## src/core/rfs_map.svh

```systemverilog
// Constants of the reference frequency supervisor: register offsets, reset values, scaling and timing.
// Assumes frequencies in 0.1 Hz steps, torque and levels in 0.1 % steps, ratio in whole percent.
`ifndef RFS_MAP_SVH
`define RFS_MAP_SVH
`define RFS_A_CTRL 4'h0
`define RFS_A_KEYREF 4'h1
`define RFS_A_RATIO 4'h2
`define RFS_A_LTLEVEL 4'h3
`define RFS_A_LTTIMER 4'h4
`define RFS_A_BASEF 4'h5
`define RFS_A_JC1 4'h6
`define RFS_A_JC2 4'h7
`define RFS_A_JC3 4'h8
`define RFS_A_JBW 4'h9
`define RFS_A_STATUS 4'hA
`define RFS_A_REFOUT 4'hB
`define RFS_A_STORED 4'hC
`define RFS_A_F1 4'hD
`define RFS_CTRL_SAVE_BIT 0
`define RFS_CTRL_SRC_BIT 1
`define RFS_RST_RATIO 10'h000
`define RFS_RST_LTLEVEL 11'h0C8
`define RFS_RST_LTTIMER 16'h0014
`define RFS_RST_BASEF 12'h1F4
`define RFS_LOSS_DIV 12
`define RFS_LOSS_PCT 4'hA
`define RFS_RECOV_TENTHS 4'h2
`define RFS_RATIO_OFF 10'h3E7
`define RFS_RATIO_FULL 10'h064
`define RFS_DIV100_MUL 11'h51F
`define RFS_DIV100_SHIFT 17
`define RFS_LT_HYST 11'h032
`define RFS_LOWF_DIV 3'h5
`define RFS_CLK_HZ 40000000
`define RFS_LOSS_WIN_MS 400
`define RFS_LT_MIN_MS 100
`define RFS_JUMP_MAX 12'h4B0
`define RFS_JBW_MAX 12'h12C
`endif

```

## src/core/rfs_pkg.sv

```systemverilog
// Types shared by the reference frequency supervisor.
// Assumes rfs_map.svh supplies all numeric constants.
package rfs_pkg;
	typedef logic [11:0] rfs_freq_t;
	typedef logic [15:0] rfs_word_t;
	typedef enum logic {RFS_CMD_OK, RFS_CMD_LOST} rfs_loss_t;
endpackage

```

## src/core/rfs_top.sv

```systemverilog
// Reference frequency supervisor: keypad reference retention, analog command loss, low torque flag, jump bands.
// Assumes all inputs synchronous to clk and a plain register port driven by a non-waiting master.
//
// Summary of operation
// - Save mode 0 stores keypad reference at power-off and restores it at power-on.
// - Save mode 1 stores only on save key; unsaved value lost at power cycle.
// - Command below 10% of sampled level within 400 ms means broken wire; run at ratio times reference.
// - After loss, command above ratio-set level means wire repaired; follow command again.
// - Command level is sampled periodically and monitored continuously.
// - Ratio 999 still raises the loss flag but keeps following the command.
// - Ratio 0 or 999 uses 0.2 times sampled level as recovery threshold.
// - Ratio 100% or more, other than 999, uses the full sampled level as recovery threshold.
// - Loss detection uses the unfiltered command level.
// - Low torque flag rises when torque stays below level longer than timer.
// - While running, low torque flag falls only when torque exceeds level plus 5%.
// - While running, each low torque flag pulse lasts at least 100 ms.
// - Low torque level of 100% equals rated motor torque.
// - Below 20% of base frequency low torque evaluation is suspended and flag held.
// - Low torque flag is forced off while the drive is stopped.
// - Reference held at band bottom rising, band top falling, until it leaves the band.
// - Overlapping jump bands merge into one band from lowest bottom to highest top.
// - Three jump centers 0.0 to 120.0 Hz; center 0.0 disables that band.
// - Shared band width 0.0 to 30.0 Hz; width 0.0 disables all bands.
`timescale 1ns/1ps
`include "rfs_map.svh"

module rfs_top #(
	parameter int CYC_PER_MS = `RFS_CLK_HZ / 1000
) (
	input wire logic clk,
	input wire logic rst_b,
	input wire logic [3:0] reg_addr,
	input wire rfs_pkg::rfs_word_t reg_wdata,
	input wire logic reg_wr,
	input wire logic reg_rd,
	output rfs_pkg::rfs_word_t reg_rdata,
	input wire rfs_pkg::rfs_freq_t cmd_level,
	input wire logic [10:0] torque,
	input wire rfs_pkg::rfs_freq_t out_freq,
	input wire logic running,
	input wire logic save_key,
	input wire logic power_cycle,
	output rfs_pkg::rfs_freq_t ref_out,
	output logic cmd_loss_flag,
	output logic low_torque_flag
);
	import rfs_pkg::*;

	////////////////////////////////////////////////////////////////////////////
	// Register file

	logic ref_save_mode;
	logic src_analog;
	rfs_freq_t keypad_ref;
	rfs_freq_t stored_ref;
	logic [9:0] loss_fallback_ratio;
	logic [10:0] low_torque_level;
	logic [15:0] low_torque_timer;
	rfs_freq_t base_frequency_setting;
	rfs_freq_t jump_center [3];
	rfs_freq_t jump_band_width;
	rfs_freq_t sampled_command_level;
	rfs_loss_t loss_state;

	wire wr_ctrl = reg_wr && reg_addr == `RFS_A_CTRL;
	wire wr_key = reg_wr && reg_addr == `RFS_A_KEYREF;
	wire wr_ratio = reg_wr && reg_addr == `RFS_A_RATIO;
	wire wr_ltl = reg_wr && reg_addr == `RFS_A_LTLEVEL;
	wire wr_ltt = reg_wr && reg_addr == `RFS_A_LTTIMER;
	wire wr_base = reg_wr && reg_addr == `RFS_A_BASEF;
	wire wr_jbw = reg_wr && reg_addr == `RFS_A_JBW;
	wire rfs_freq_t wfreq = reg_wdata[11:0];
	// Out-of-range jump center and band width settings are clipped rather than refused
	wire rfs_freq_t wjc = (wfreq > `RFS_JUMP_MAX) ? `RFS_JUMP_MAX : wfreq;
	wire rfs_freq_t wjbw = (wfreq > `RFS_JBW_MAX) ? `RFS_JBW_MAX : wfreq;

	rfs_word_t rd_mux;
	always_comb begin
		case (reg_addr)
			`RFS_A_CTRL: rd_mux = {14'h0000, src_analog, ref_save_mode};
			`RFS_A_KEYREF: rd_mux = {4'h0, keypad_ref};
			`RFS_A_RATIO: rd_mux = {6'h00, loss_fallback_ratio};
			`RFS_A_LTLEVEL: rd_mux = {5'h00, low_torque_level};
			`RFS_A_LTTIMER: rd_mux = low_torque_timer;
			`RFS_A_BASEF: rd_mux = {4'h0, base_frequency_setting};
			`RFS_A_JC1: rd_mux = {4'h0, jump_center[0]};
			`RFS_A_JC2: rd_mux = {4'h0, jump_center[1]};
			`RFS_A_JC3: rd_mux = {4'h0, jump_center[2]};
			`RFS_A_JBW: rd_mux = {4'h0, jump_band_width};
			`RFS_A_STATUS: rd_mux = {14'h0000, low_torque_flag, cmd_loss_flag};
			`RFS_A_REFOUT: rd_mux = {4'h0, ref_out};
			`RFS_A_STORED: rd_mux = {4'h0, stored_ref};
			`RFS_A_F1: rd_mux = {4'h0, sampled_command_level};
			default: rd_mux = 16'h0000;
		endcase
	end

	// In save mode 1 a power cycle wins over a keypad write in the same cycle
	wire rfs_freq_t next_keypad_ref = (power_cycle && ref_save_mode) ? stored_ref :
		wr_key ? wfreq : keypad_ref;
	wire save_now = power_cycle ? !ref_save_mode : (save_key && ref_save_mode);

	always_ff @(posedge clk) begin
		if (!rst_b) begin
			ref_save_mode <= 1'b0;
			src_analog <= 1'b0;
			keypad_ref <= 12'h000;
			stored_ref <= 12'h000;
			loss_fallback_ratio <= `RFS_RST_RATIO;
			low_torque_level <= `RFS_RST_LTLEVEL;
			low_torque_timer <= `RFS_RST_LTTIMER;
			base_frequency_setting <= `RFS_RST_BASEF;
			jump_band_width <= 12'h000;
			reg_rdata <= 16'h0000;
		end else begin
			if (wr_ctrl) begin
				ref_save_mode <= reg_wdata[`RFS_CTRL_SAVE_BIT];
				src_analog <= reg_wdata[`RFS_CTRL_SRC_BIT];
			end
			keypad_ref <= next_keypad_ref;
			if (save_now)
				stored_ref <= keypad_ref;
			if (wr_ratio)
				loss_fallback_ratio <= reg_wdata[9:0];
			if (wr_ltl)
				low_torque_level <= reg_wdata[10:0];
			if (wr_ltt)
				low_torque_timer <= reg_wdata;
			if (wr_base)
				base_frequency_setting <= wfreq;
			if (wr_jbw)
				jump_band_width <= wjbw;
			reg_rdata <= reg_rd ? rd_mux : 16'h0000;
		end
	end

	////////////////////////////////////////////////////////////////////////////
	// Millisecond time base

	logic [15:0] ms_cnt;
	wire ms_tick = ms_cnt == 16'(CYC_PER_MS - 1);
	logic [8:0] win_ms;
	wire win_tick = ms_tick && win_ms == 9'(`RFS_LOSS_WIN_MS - 1);

	always_ff @(posedge clk) begin
		if (!rst_b) begin
			ms_cnt <= 16'h0000;
			win_ms <= 9'h000;
		end else begin
			ms_cnt <= ms_tick ? 16'h0000 : ms_cnt + 16'h0001;
			if (ms_tick)
				win_ms <= win_tick ? 9'h000 : win_ms + 9'h001;
		end
	end

	////////////////////////////////////////////////////////////////////////////
	// Analog command loss

	// Raw level only: a filtered level would hide the very drop being looked for
	wire [15:0] raw_x10 = 16'(cmd_level) * 16'(`RFS_LOSS_PCT);
	wire [15:0] f1_x2 = 16'(sampled_command_level) * 16'(`RFS_RECOV_TENTHS);
	wire [23:0] raw_x100 = 24'(cmd_level) * 24'(`RFS_RATIO_FULL);
	wire [23:0] f1_xr = 24'(sampled_command_level) * 24'(loss_fallback_ratio);
	wire loss_seen = raw_x10 < 16'(sampled_command_level);
	wire ratio_low = loss_fallback_ratio == 10'h000 || loss_fallback_ratio == `RFS_RATIO_OFF;
	wire ratio_full = !ratio_low && loss_fallback_ratio >= `RFS_RATIO_FULL;
	wire repaired = ratio_low ? (raw_x10 > f1_x2) :
		ratio_full ? (cmd_level > sampled_command_level) :
		(raw_x100 > f1_xr);
	wire [33:0] fb_prod = 34'(f1_xr) * 34'(`RFS_DIV100_MUL);
	wire rfs_freq_t fallback_ref = fb_prod[`RFS_DIV100_SHIFT +: 12];
	wire rfs_loss_t next_loss_state = (loss_state == RFS_CMD_OK) ?
		(loss_seen ? RFS_CMD_LOST : RFS_CMD_OK) :
		(repaired ? RFS_CMD_OK : RFS_CMD_LOST);

	always_ff @(posedge clk) begin
		if (!rst_b) begin
			loss_state <= RFS_CMD_OK;
			cmd_loss_flag <= 1'b0;
			sampled_command_level <= 12'h000;
		end else begin
			loss_state <= next_loss_state;
			cmd_loss_flag <= next_loss_state == RFS_CMD_LOST;
			// Level frozen while lost so recovery is judged against the last good sample
			if (win_tick && loss_state == RFS_CMD_OK && !loss_seen)
				sampled_command_level <= cmd_level;
		end
	end

	wire use_fallback = loss_state == RFS_CMD_LOST && loss_fallback_ratio != `RFS_RATIO_OFF;
	wire rfs_freq_t src_ref = !src_analog ? keypad_ref : use_fallback ? fallback_ref : cmd_level;

	////////////////////////////////////////////////////////////////////////////
	// Jump bands

	rfs_freq_t band_lo [3];
	rfs_freq_t band_hi [3];
	logic [2:0] band_en;
	wire rfs_freq_t half_w = {1'b0, jump_band_width[11:1]};

	genvar g;
	generate
		for (g = 0; g < 3; g++) begin : gen_band
			always_ff @(posedge clk) begin
				if (!rst_b)
					jump_center[g] <= 12'h000;
				else if (reg_wr && reg_addr == 4'(`RFS_A_JC1 + g))
					jump_center[g] <= wjc;
			end
			assign band_en[g] = jump_center[g] != 12'h000 && jump_band_width != 12'h000;
			assign band_lo[g] = (jump_center[g] > half_w) ? jump_center[g] - half_w : 12'h000;
			assign band_hi[g] = jump_center[g] + half_w;
		end
	endgenerate

	// Returns {hit, merged bottom, merged top} for the band holding r
	function automatic logic [24:0] jump_merge(input rfs_freq_t r);
		logic h;
		rfs_freq_t ml;
		rfs_freq_t mh;
		h = 1'b0;
		ml = r;
		mh = r;
		for (int i = 0; i < 3; i++)
			if (band_en[i] && r >= band_lo[i] && r <= band_hi[i]) begin
				h = 1'b1;
				ml = (band_lo[i] < ml) ? band_lo[i] : ml;
				mh = (band_hi[i] > mh) ? band_hi[i] : mh;
			end
		for (int k = 0; k < 2; k++)
			for (int i = 0; i < 3; i++)
				if (h && band_en[i] && band_lo[i] <= mh && band_hi[i] >= ml) begin
					ml = (band_lo[i] < ml) ? band_lo[i] : ml;
					mh = (band_hi[i] > mh) ? band_hi[i] : mh;
				end
		return {h, ml, mh};
	endfunction

	logic [24:0] merged;
	// Procedural so a new band setting is seen even while the source value holds still
	always_comb merged = jump_merge(src_ref);
	wire band_hit = merged[24];
	wire rfs_freq_t merged_lo = merged[23:12];
	wire rfs_freq_t merged_hi = merged[11:0];
	// Coming from above holds the top, anything else holds the bottom
	wire rfs_freq_t next_ref_out = band_hit ? ((ref_out >= merged_hi) ? merged_hi : merged_lo) : src_ref;

	always_ff @(posedge clk) begin
		if (!rst_b)
			ref_out <= 12'h000;
		else
			ref_out <= next_ref_out;
	end

	////////////////////////////////////////////////////////////////////////////
	// Low torque detection

	logic [15:0] below_ms;
	logic [6:0] width_ms;
	// Torque estimate is poor at low speed, so judging stops there
	wire [14:0] out_x5 = 15'(out_freq) * 15'(`RFS_LOWF_DIV);
	wire low_freq = out_x5 < 15'(base_frequency_setting);
	wire lt_below = torque < low_torque_level;
	wire lt_above = 12'(torque) > 12'(low_torque_level) + 12'(`RFS_LT_HYST);
	wire width_done = width_ms >= 7'(`RFS_LT_MIN_MS);
	wire lt_set = !low_torque_flag && lt_below && below_ms > low_torque_timer;
	wire lt_clr = low_torque_flag && lt_above && width_done;
	wire next_lt_flag = !running ? 1'b0 : low_freq ? low_torque_flag :
		lt_set ? 1'b1 : lt_clr ? 1'b0 : low_torque_flag;
	wire [15:0] next_below_ms = !lt_below ? 16'h0000 :
		(ms_tick && below_ms != 16'hFFFF) ? below_ms + 16'h0001 : below_ms;
	wire [6:0] next_width_ms = lt_set ? 7'h00 : (ms_tick && !width_done) ? width_ms + 7'h01 : width_ms;

	always_ff @(posedge clk) begin
		if (!rst_b || !running) begin
			low_torque_flag <= 1'b0;
			below_ms <= 16'h0000;
			width_ms <= 7'h00;
		end else if (!low_freq) begin
			low_torque_flag <= next_lt_flag;
			below_ms <= next_below_ms;
			width_ms <= next_width_ms;
		end
	end
endmodule

```

## config.mk

```make
export PLATFORM = sky130hd
export DESIGN_NAME = rfs_top
export DESIGN_NICKNAME = d
export VERILOG_FILES = /design/src/core/rfs_pkg.sv /design/src/core/rfs_top.sv
export VERILOG_INCLUDE_DIRS = /design/src /design/src/core
export SDC_FILE = /design/constraint.sdc
export NUM_CORES = 2
export LEC_CHECK = 0
export ABC_CLOCK_PERIOD_IN_PS = 71300
export BUFFER_PORTS_ARGS = -buffer_cell sky130_fd_sc_hd__buf_2
export CAP_MARGIN = 15
export CORE_UTILIZATION = 35
export CTS_CLUSTER_DIAMETER = 100
export DETAILED_ROUTE_END_ITERATION = 8
export HOLD_SLACK_MARGIN = 0.08
export PLACE_DENSITY_LB_ADDON = 0.05
export SYNTH_ARGS = -nofsm -noshare
export SYNTH_HDL_FRONTEND = slang
export SYNTH_SLANG_ARGS = --single-unit
```

## constraint.sdc

```tcl
create_clock -name clk -period 71.3 [get_ports clk]
set_clock_uncertainty 0.15 [all_clocks]
set_input_delay 14.26 -clock clk [delete_from_list [all_inputs] [get_ports clk]]
set_output_delay 14.26 -clock clk [all_outputs]
set_load 0.02 [all_outputs]
```

Word level (Yosys, flattened, before mapping)
Memory sizes are Yosys's and may differ from the RTL's.
Index checks and enable logic that the tools add are counted.
Operators by class
  add/subtract/negate cells: 11
  reduce and logical (&&, ||, !) cells: 69
  eq/ne operators: 20
  muxes and demuxes: 78
  bitwise logic cells: 6
  multipliers: 5
  order comparisons: 52
Operator list (count)
  12-bit 2-to-1 mux: 50
  16-bit case mux with 14 select lines: 1
  12-bit >= comparator: 10
  12-bit greater-than comparator: 10
  12-bit less-or-equal comparator: 9
  12-bit less-than comparator: 9
  12-bit nonzero test: 4
  1-bit logical AND: 47
  12-bit by 11-bit adder with 12-bit output: 3
  12-bit by 11-bit greater-than comparator with 1-bit output: 3
  12-bit by 11-bit subtractor with 12-bit output: 3
  16-bit by 1-bit adder with 16-bit output, second input constant: 2
  16-bit 2-to-1 mux: 2
  12-bit by 3-bit multiplier with 15-bit output, second input constant: 2
  22-bit by 11-bit multiplier with 29-bit output, second input constant: 1
  4-bit == test, second input constant: 6
  19-bit by 22-bit greater-than comparator with 1-bit output: 1
  12-bit by 10-bit multiplier with 22-bit output: 1
  1-bit 2-to-1 mux: 22
  12-bit by 5-bit multiplier with 17-bit output, second input constant: 1
  16-bit == test, second input constant: 1
  4-bit by 3-bit == test with 1-bit output, second input constant: 4
  16-bit by 13-bit greater-than comparator with 1-bit output: 1
  16-bit greater-than comparator: 1
  30 further kinds: 47
Word-level totals
  register bits: 177
  memories kept: 1
  bits in writable memories: 36
Memory list
  jump_center: depth 3, bits a word 12, read ports 3, clocked after memory_dff 0, write ports 3, RTL line rfs_top.sv:60  | rfs_freq_t jump_center [3];

Depth between registers and ports, before layout
  depth in word-level cells: 41
  gate-level depth with buffers: 230

Worst setup path after synthesis
Ideal clock, no wire load.
  path type: in2reg
  start point: in cmd_level[9]
  end point: reg ref_out[3]
  library setup time: 0.140 ns
  required time: 71.010 ns
  stages on the path: 175
  path slack: 29.953 ns
  data arrival time: 41.056 ns
  cell sequence: inv_1 nor2_1 a21oi_1 a21oi_1 inv_1 ha_1 nand4_1 a211o_1 a311oi_2 o21ai_1 clkbuf_1 a21oi_1 ha_1 nand3_1 o21ai_0 o221a_2 a211o_1 nand3_1 [139 not listed] a21oi_1 nor2b_1 o21ai_0 nand2b_1 a21oi_1 nor2b_1 o21ai_0 nand2b_1 a21oi_1 nor2b_1 o21ai_0 nand2b_1 a21oi_1 nand2b_1 clkbuf_1 nor2_1 mux2i_1 o221ai_1
On the way
  cells in the longest elaborated chain, start to end: 39
Ends and longest elaborated chain
  start: declaration: RTL line rfs_top.sv:37  | input wire rfs_pkg::rfs_freq_t cmd_level,
  12-bit 2-to-1 mux (*) (2 in a row): RTL line rfs_top.sv:191  | wire rfs_freq_t src_ref = !src_analog ? keypad_ref : use_fallback ? fallback_ref : cmd_level;
  12-bit >= comparator: RTL line rfs_top.sv:225  | if (band_en[i] && r >= band_lo[i] && r <= band_hi[i]) begin
  1-bit logical AND (2 in a row): RTL line rfs_top.sv:225
  12-bit 2-to-1 mux: RTL line rfs_top.sv:225
  12-bit greater-than comparator: RTL line rfs_top.sv:228  | mh = (band_hi[i] > mh) ? band_hi[i] : mh;
  12-bit 2-to-1 mux: RTL line rfs_top.sv:228
  12-bit 2-to-1 mux: RTL line rfs_top.sv:225
  12-bit greater-than comparator: RTL line rfs_top.sv:228
  [19 not listed]
  1-bit logical AND (2 in a row): RTL line rfs_top.sv:232  | if (h && band_en[i] && band_lo[i] <= mh && band_hi[i] >= ml) begin
  12-bit 2-to-1 mux: RTL line rfs_top.sv:232
  12-bit less-or-equal comparator: RTL line rfs_top.sv:232
  1-bit logical AND (2 in a row): RTL line rfs_top.sv:232
  12-bit 2-to-1 mux: RTL line rfs_top.sv:232
  12-bit >= comparator: RTL line rfs_top.sv:246  | wire rfs_freq_t next_ref_out = band_hit ? ((ref_out >= merged_hi) ? merged_hi : merged_lo) : src_ref;
  12-bit 2-to-1 mux: RTL line rfs_top.sv:246
  12-bit 2-to-1 mux (*): RTL line rfs_top.sv:246
  end signal: assignment: RTL line rfs_top.sv:252  | ref_out <= next_ref_out;
  end: declaration: RTL line rfs_top.sv:43  | output rfs_pkg::rfs_freq_t ref_out,
Mark *: on every way between the ends. The rest lies on a longest branch, timed or not.
A chain may end at the register's enable or synchronous reset.

Final worst setup path
  start point: in cmd_level[9]
  end point: reg ref_out[4]
The elaborated chain is that of the path after synthesis.

==> impl_metrics.env <==
export IMPL_status="complete, no violations"
export IMPL_cellLeakagePower_nw=19.3
export IMPL_r2r_end="ref_out[4]"
export IMPL_yosysTopAreaCell="ha_1"
export IMPL_cpPeakStageDelay_ns=0.86
export IMPL_avgSynthCellArea_sq_um=8.26
export IMPL_post_synth_top_area_fraction=0.272
export IMPL_via_count=33900
export IMPL_end_kind="flip-flop"
export IMPL_viasPerCell=5.64
export IMPL_crit_path_start_kind="primary input"
export IMPL_place_congestion=1.02
export IMPL_yosysSeqAreaShare=0.124
export IMPL_antenna_found_initial=7
export IMPL_cpMostUsedCell="a21oi_1"
export IMPL_yosysWarnings=0
export IMPL_highest_layer="met5"
export IMPL_ios=92
export IMPL_layout_area_overhead_vs_synth_pct=8.63
export IMPL_crit_type="primary input to flip-flop"
export IMPL_critPathArrivalTime_ns=45.30
export IMPL_syn_inst=4521
export IMPL_grt_usage=0.292
export IMPL_relSlewSlack=0.220
export IMPL_rr_worst_depth=214
export IMPL_synth_cell_types=109
export IMPL_clockBufferDepth=3
export IMPL_wl_per_cell_microns=26.4
export IMPL_root_buffer="clkbuf_16"
export IMPL_clock_insertion_delay_worst_skew_ns=0.56
export IMPL_post_cts_resized=0
export IMPL_grt_start_max_net_pins=62
export IMPL_placed_cells=5970
export IMPL_grt_pass1_wl_microns=232000
export IMPL_instances_no_fill=6014
export IMPL_dr_pass1_iters=8
export IMPL_min_period_ns=45.06
export IMPL_synthTopCellsByCount="ha_1 (811), inv_1 (504), a21oi_1 (361), nand2_1 (343), nor2_1 (316)"
export IMPL_max_freq_mhz=22.2
export IMPL_worstPathRequired_ns=71.54
export IMPL_drive_gt1_frac=0.0842
export IMPL_path_buf_inv=7
export IMPL_worst_pin_slew_ns=1.14
export IMPL_maxCapViolCount=0
export IMPL_ys_flop_type="dfxtp_1"
export IMPL_wl_met3_microns=7870
export IMPL_htree_levels=1
export IMPL_synth_most_common_cell="ha_1"
export IMPL_dieArea_sq_um=108000
export IMPL_hpwl_microns=127000
export IMPL_hp_class="flip-flop to flip-flop"
export IMPL_post_cts_setup_buffer_count=0
export IMPL_numCtsBuffers=24
export IMPL_clock_sinks=213
export IMPL_rsz0062_at_grt="no"
export IMPL_worstHoldEndpoint="ms_cnt[0]"
export IMPL_r2r_slack_ns=27.90
export IMPL_ys_top_cells_by_area="ha_1 (27%), dfxtp_1 (9.5%), fa_1 (9.1%), inv_1 (5.1%), a21oi_1 (4.8%)"
export IMPL_coreArea_sq_um=106000
export IMPL_min_path_cells=1
export IMPL_wl_met2_microns=71200
export IMPL_period_share=0.632
export IMPL_holdBufCountCts=0
export IMPL_drtIter0Drc=2533
export IMPL_initial_core_util=0.354
export IMPL_rows=119
export IMPL_hold_violations=0
export IMPL_tns_ns=0
export IMPL_wl_met1_microns=71400
export IMPL_r2r_start="loss_fallback_ratio[2]"
export IMPL_netlist_area_sq_um=37300
export IMPL_cp_slowest_cell="o21ai_1"
export IMPL_die_w_microns=329
export IMPL_synth_edff_count=36
export IMPL_finalSetupViolCount=0
export IMPL_setup_ws_ns=26.24
export IMPL_grt_pass1_vias=33400
export IMPL_gr_total_overflow=0
export IMPL_clkTransAtPathRegs_ns=0.06
export IMPL_drc=0
export IMPL_power_density_nw_per_um2=12.6
export IMPL_hp_start="ms_cnt[0]"
export IMPL_cp_max_fo=25
export IMPL_die_h_microns=329
export IMPL_drtAntennaViolNets=0
export IMPL_path_delay_family="compound AO/OA/AOI/OAI gates"
export IMPL_slew_viol_final=0
export IMPL_async_flop_share=0
export IMPL_fillCellCount=10900
export IMPL_io_buffers=91
export IMPL_ys_seq_elements=213
export IMPL_nets=5648
export IMPL_pre_cts_ws_ns=26.16
export IMPL_ir_drop_mv=0.0145
export IMPL_cts_tree="yes"
export IMPL_wl_microns=159000
-- logic make-up after synthesis --
group / Yosys count / share of synthesized area
other: 1 / 0.000100
DFF: 213 / 0.124
and+or+nand+nor: 1282 / 0.169
adders and majority gates: 989 / 0.365
xor gates and xnor gates: 190 / 0.0452
buffers and inverters: 654 / 0.0669
muxes: 175 / 0.0508
AOI/OAI and AO/OA: 1017 / 0.180
-- where the power goes --
group / leakage [nW] / internal [W] / switching [W]
Combinational: 17.1 / 0.0000916 / 0.000162
Clock: 0.379 / 0.0000716 / 0.0000541
Sequential: 1.77 / 0.000125 / 0.00000607
Total: 19.3 / 0.000288 / 0.000222
-- final cells by class --
cell class / instances / area [sq um] / share of cell area
Antenna cell: 3 / 7.51 / 0.000185
Clock buffer: 36 / 706 / 0.0174
Clock inverter: 5 / 61.3 / 0.00151
Inverter: 512 / 1920 / 0.0474
Multi-Input combinational cell: 3656 / 30200 / 0.746
Sequential cell: 213 / 4620 / 0.114
Tap cell: 1391 / 1740 / 0.0429
Timing Repair Buffer: 198 / 1260 / 0.0310
-- sequential cells by signal (all words and copies together) (netlist names) --
register,cells
jump_center,36
below_ms,16
low_torque_timer,16
ms_cnt,16
reg_rdata,16
base_frequency_setting,12
jump_band_width,12
keypad_ref,12
ref_out,12
sampled_command_level,12
stored_ref,12
low_torque_level,11
loss_fallback_ratio,10
win_ms,9
width_ms,7
loss_state,1
low_torque_flag,1
ref_save_mode,1
src_analog,1
-- per-layer routing --
metal | GRT usage | vias up
li1 | - | 16100
met1 | 0.390 | 16400
met2 | 0.476 | 1088
met3 | 0.0267 | 318
met4 | 0.131 | 4
met5 | 0 | -
-- worst register-to-register path, delay by kind of cell, from the launching register on --
family | cells | cell delay [ns]
compound gates | 105 | 19.81
xor+xnor | 4 | 0.62
fa+ha+maj | 22 | 8.50
buf+inv | 16 | 1.85
flops | 1 | 0.90
mux | 8 | 2.89
simple gates | 59 | 8.51
-- cell usage in the layout, fill, tap and decap left out, types with 107 or more instances in the layout --
| master | instances |
|---|---|
| ha_1 | 811 |
| dfxtp_1 | 177 |
| a21oi_1 | 361 |
| nand2_1 | 343 |
| o21ai_0 | 161 |
| fa_1 | 170 |
| xnor2_1 | 109 |
| inv_1 | 504 |
| a21o_1 | 110 |
| nor2_1 | 316 |
| buf_4 | 107 |
-- per-stage QoR --
step | util | hold slack [ns] | instance area (sq um) | power (W)
global placement | 0.377 | 0.296 | 39800 | 0.000383
global route | 0.384 | 0.340 | 40600 | 0.000543
floorplan | - | 0.276 | 37300 | 0.000291
finish | 0.384 | 0.316 | 40600 | 0.000511
CTS | 0.384 | 0.318 | 40600 | 0.000509
detailed placement | 0.377 | 0.302 | 39800 | 0.000381
-- how the worst max path moves through the flow --
stage | slack (ns) | endpoint | startpoint | cells after the start
3_3_place_gp | 26.61 | ref_out[8] | cmd_level[9] | 167
3_5_place_dp | 26.16 | ref_out[4] | cmd_level[9] | 167
4_1_cts | 26.68 | ref_out[4] | cmd_level[9] | 167
2_1_floorplan | 29.95 | ref_out[3] | cmd_level[9] | 175
6_report | 26.24 | ref_out[4] | cmd_level[9] | 167
5_1_grt | 23.90 | ref_out[11] | cmd_level[7] | 169
Power figures use the tool's default switching activity.
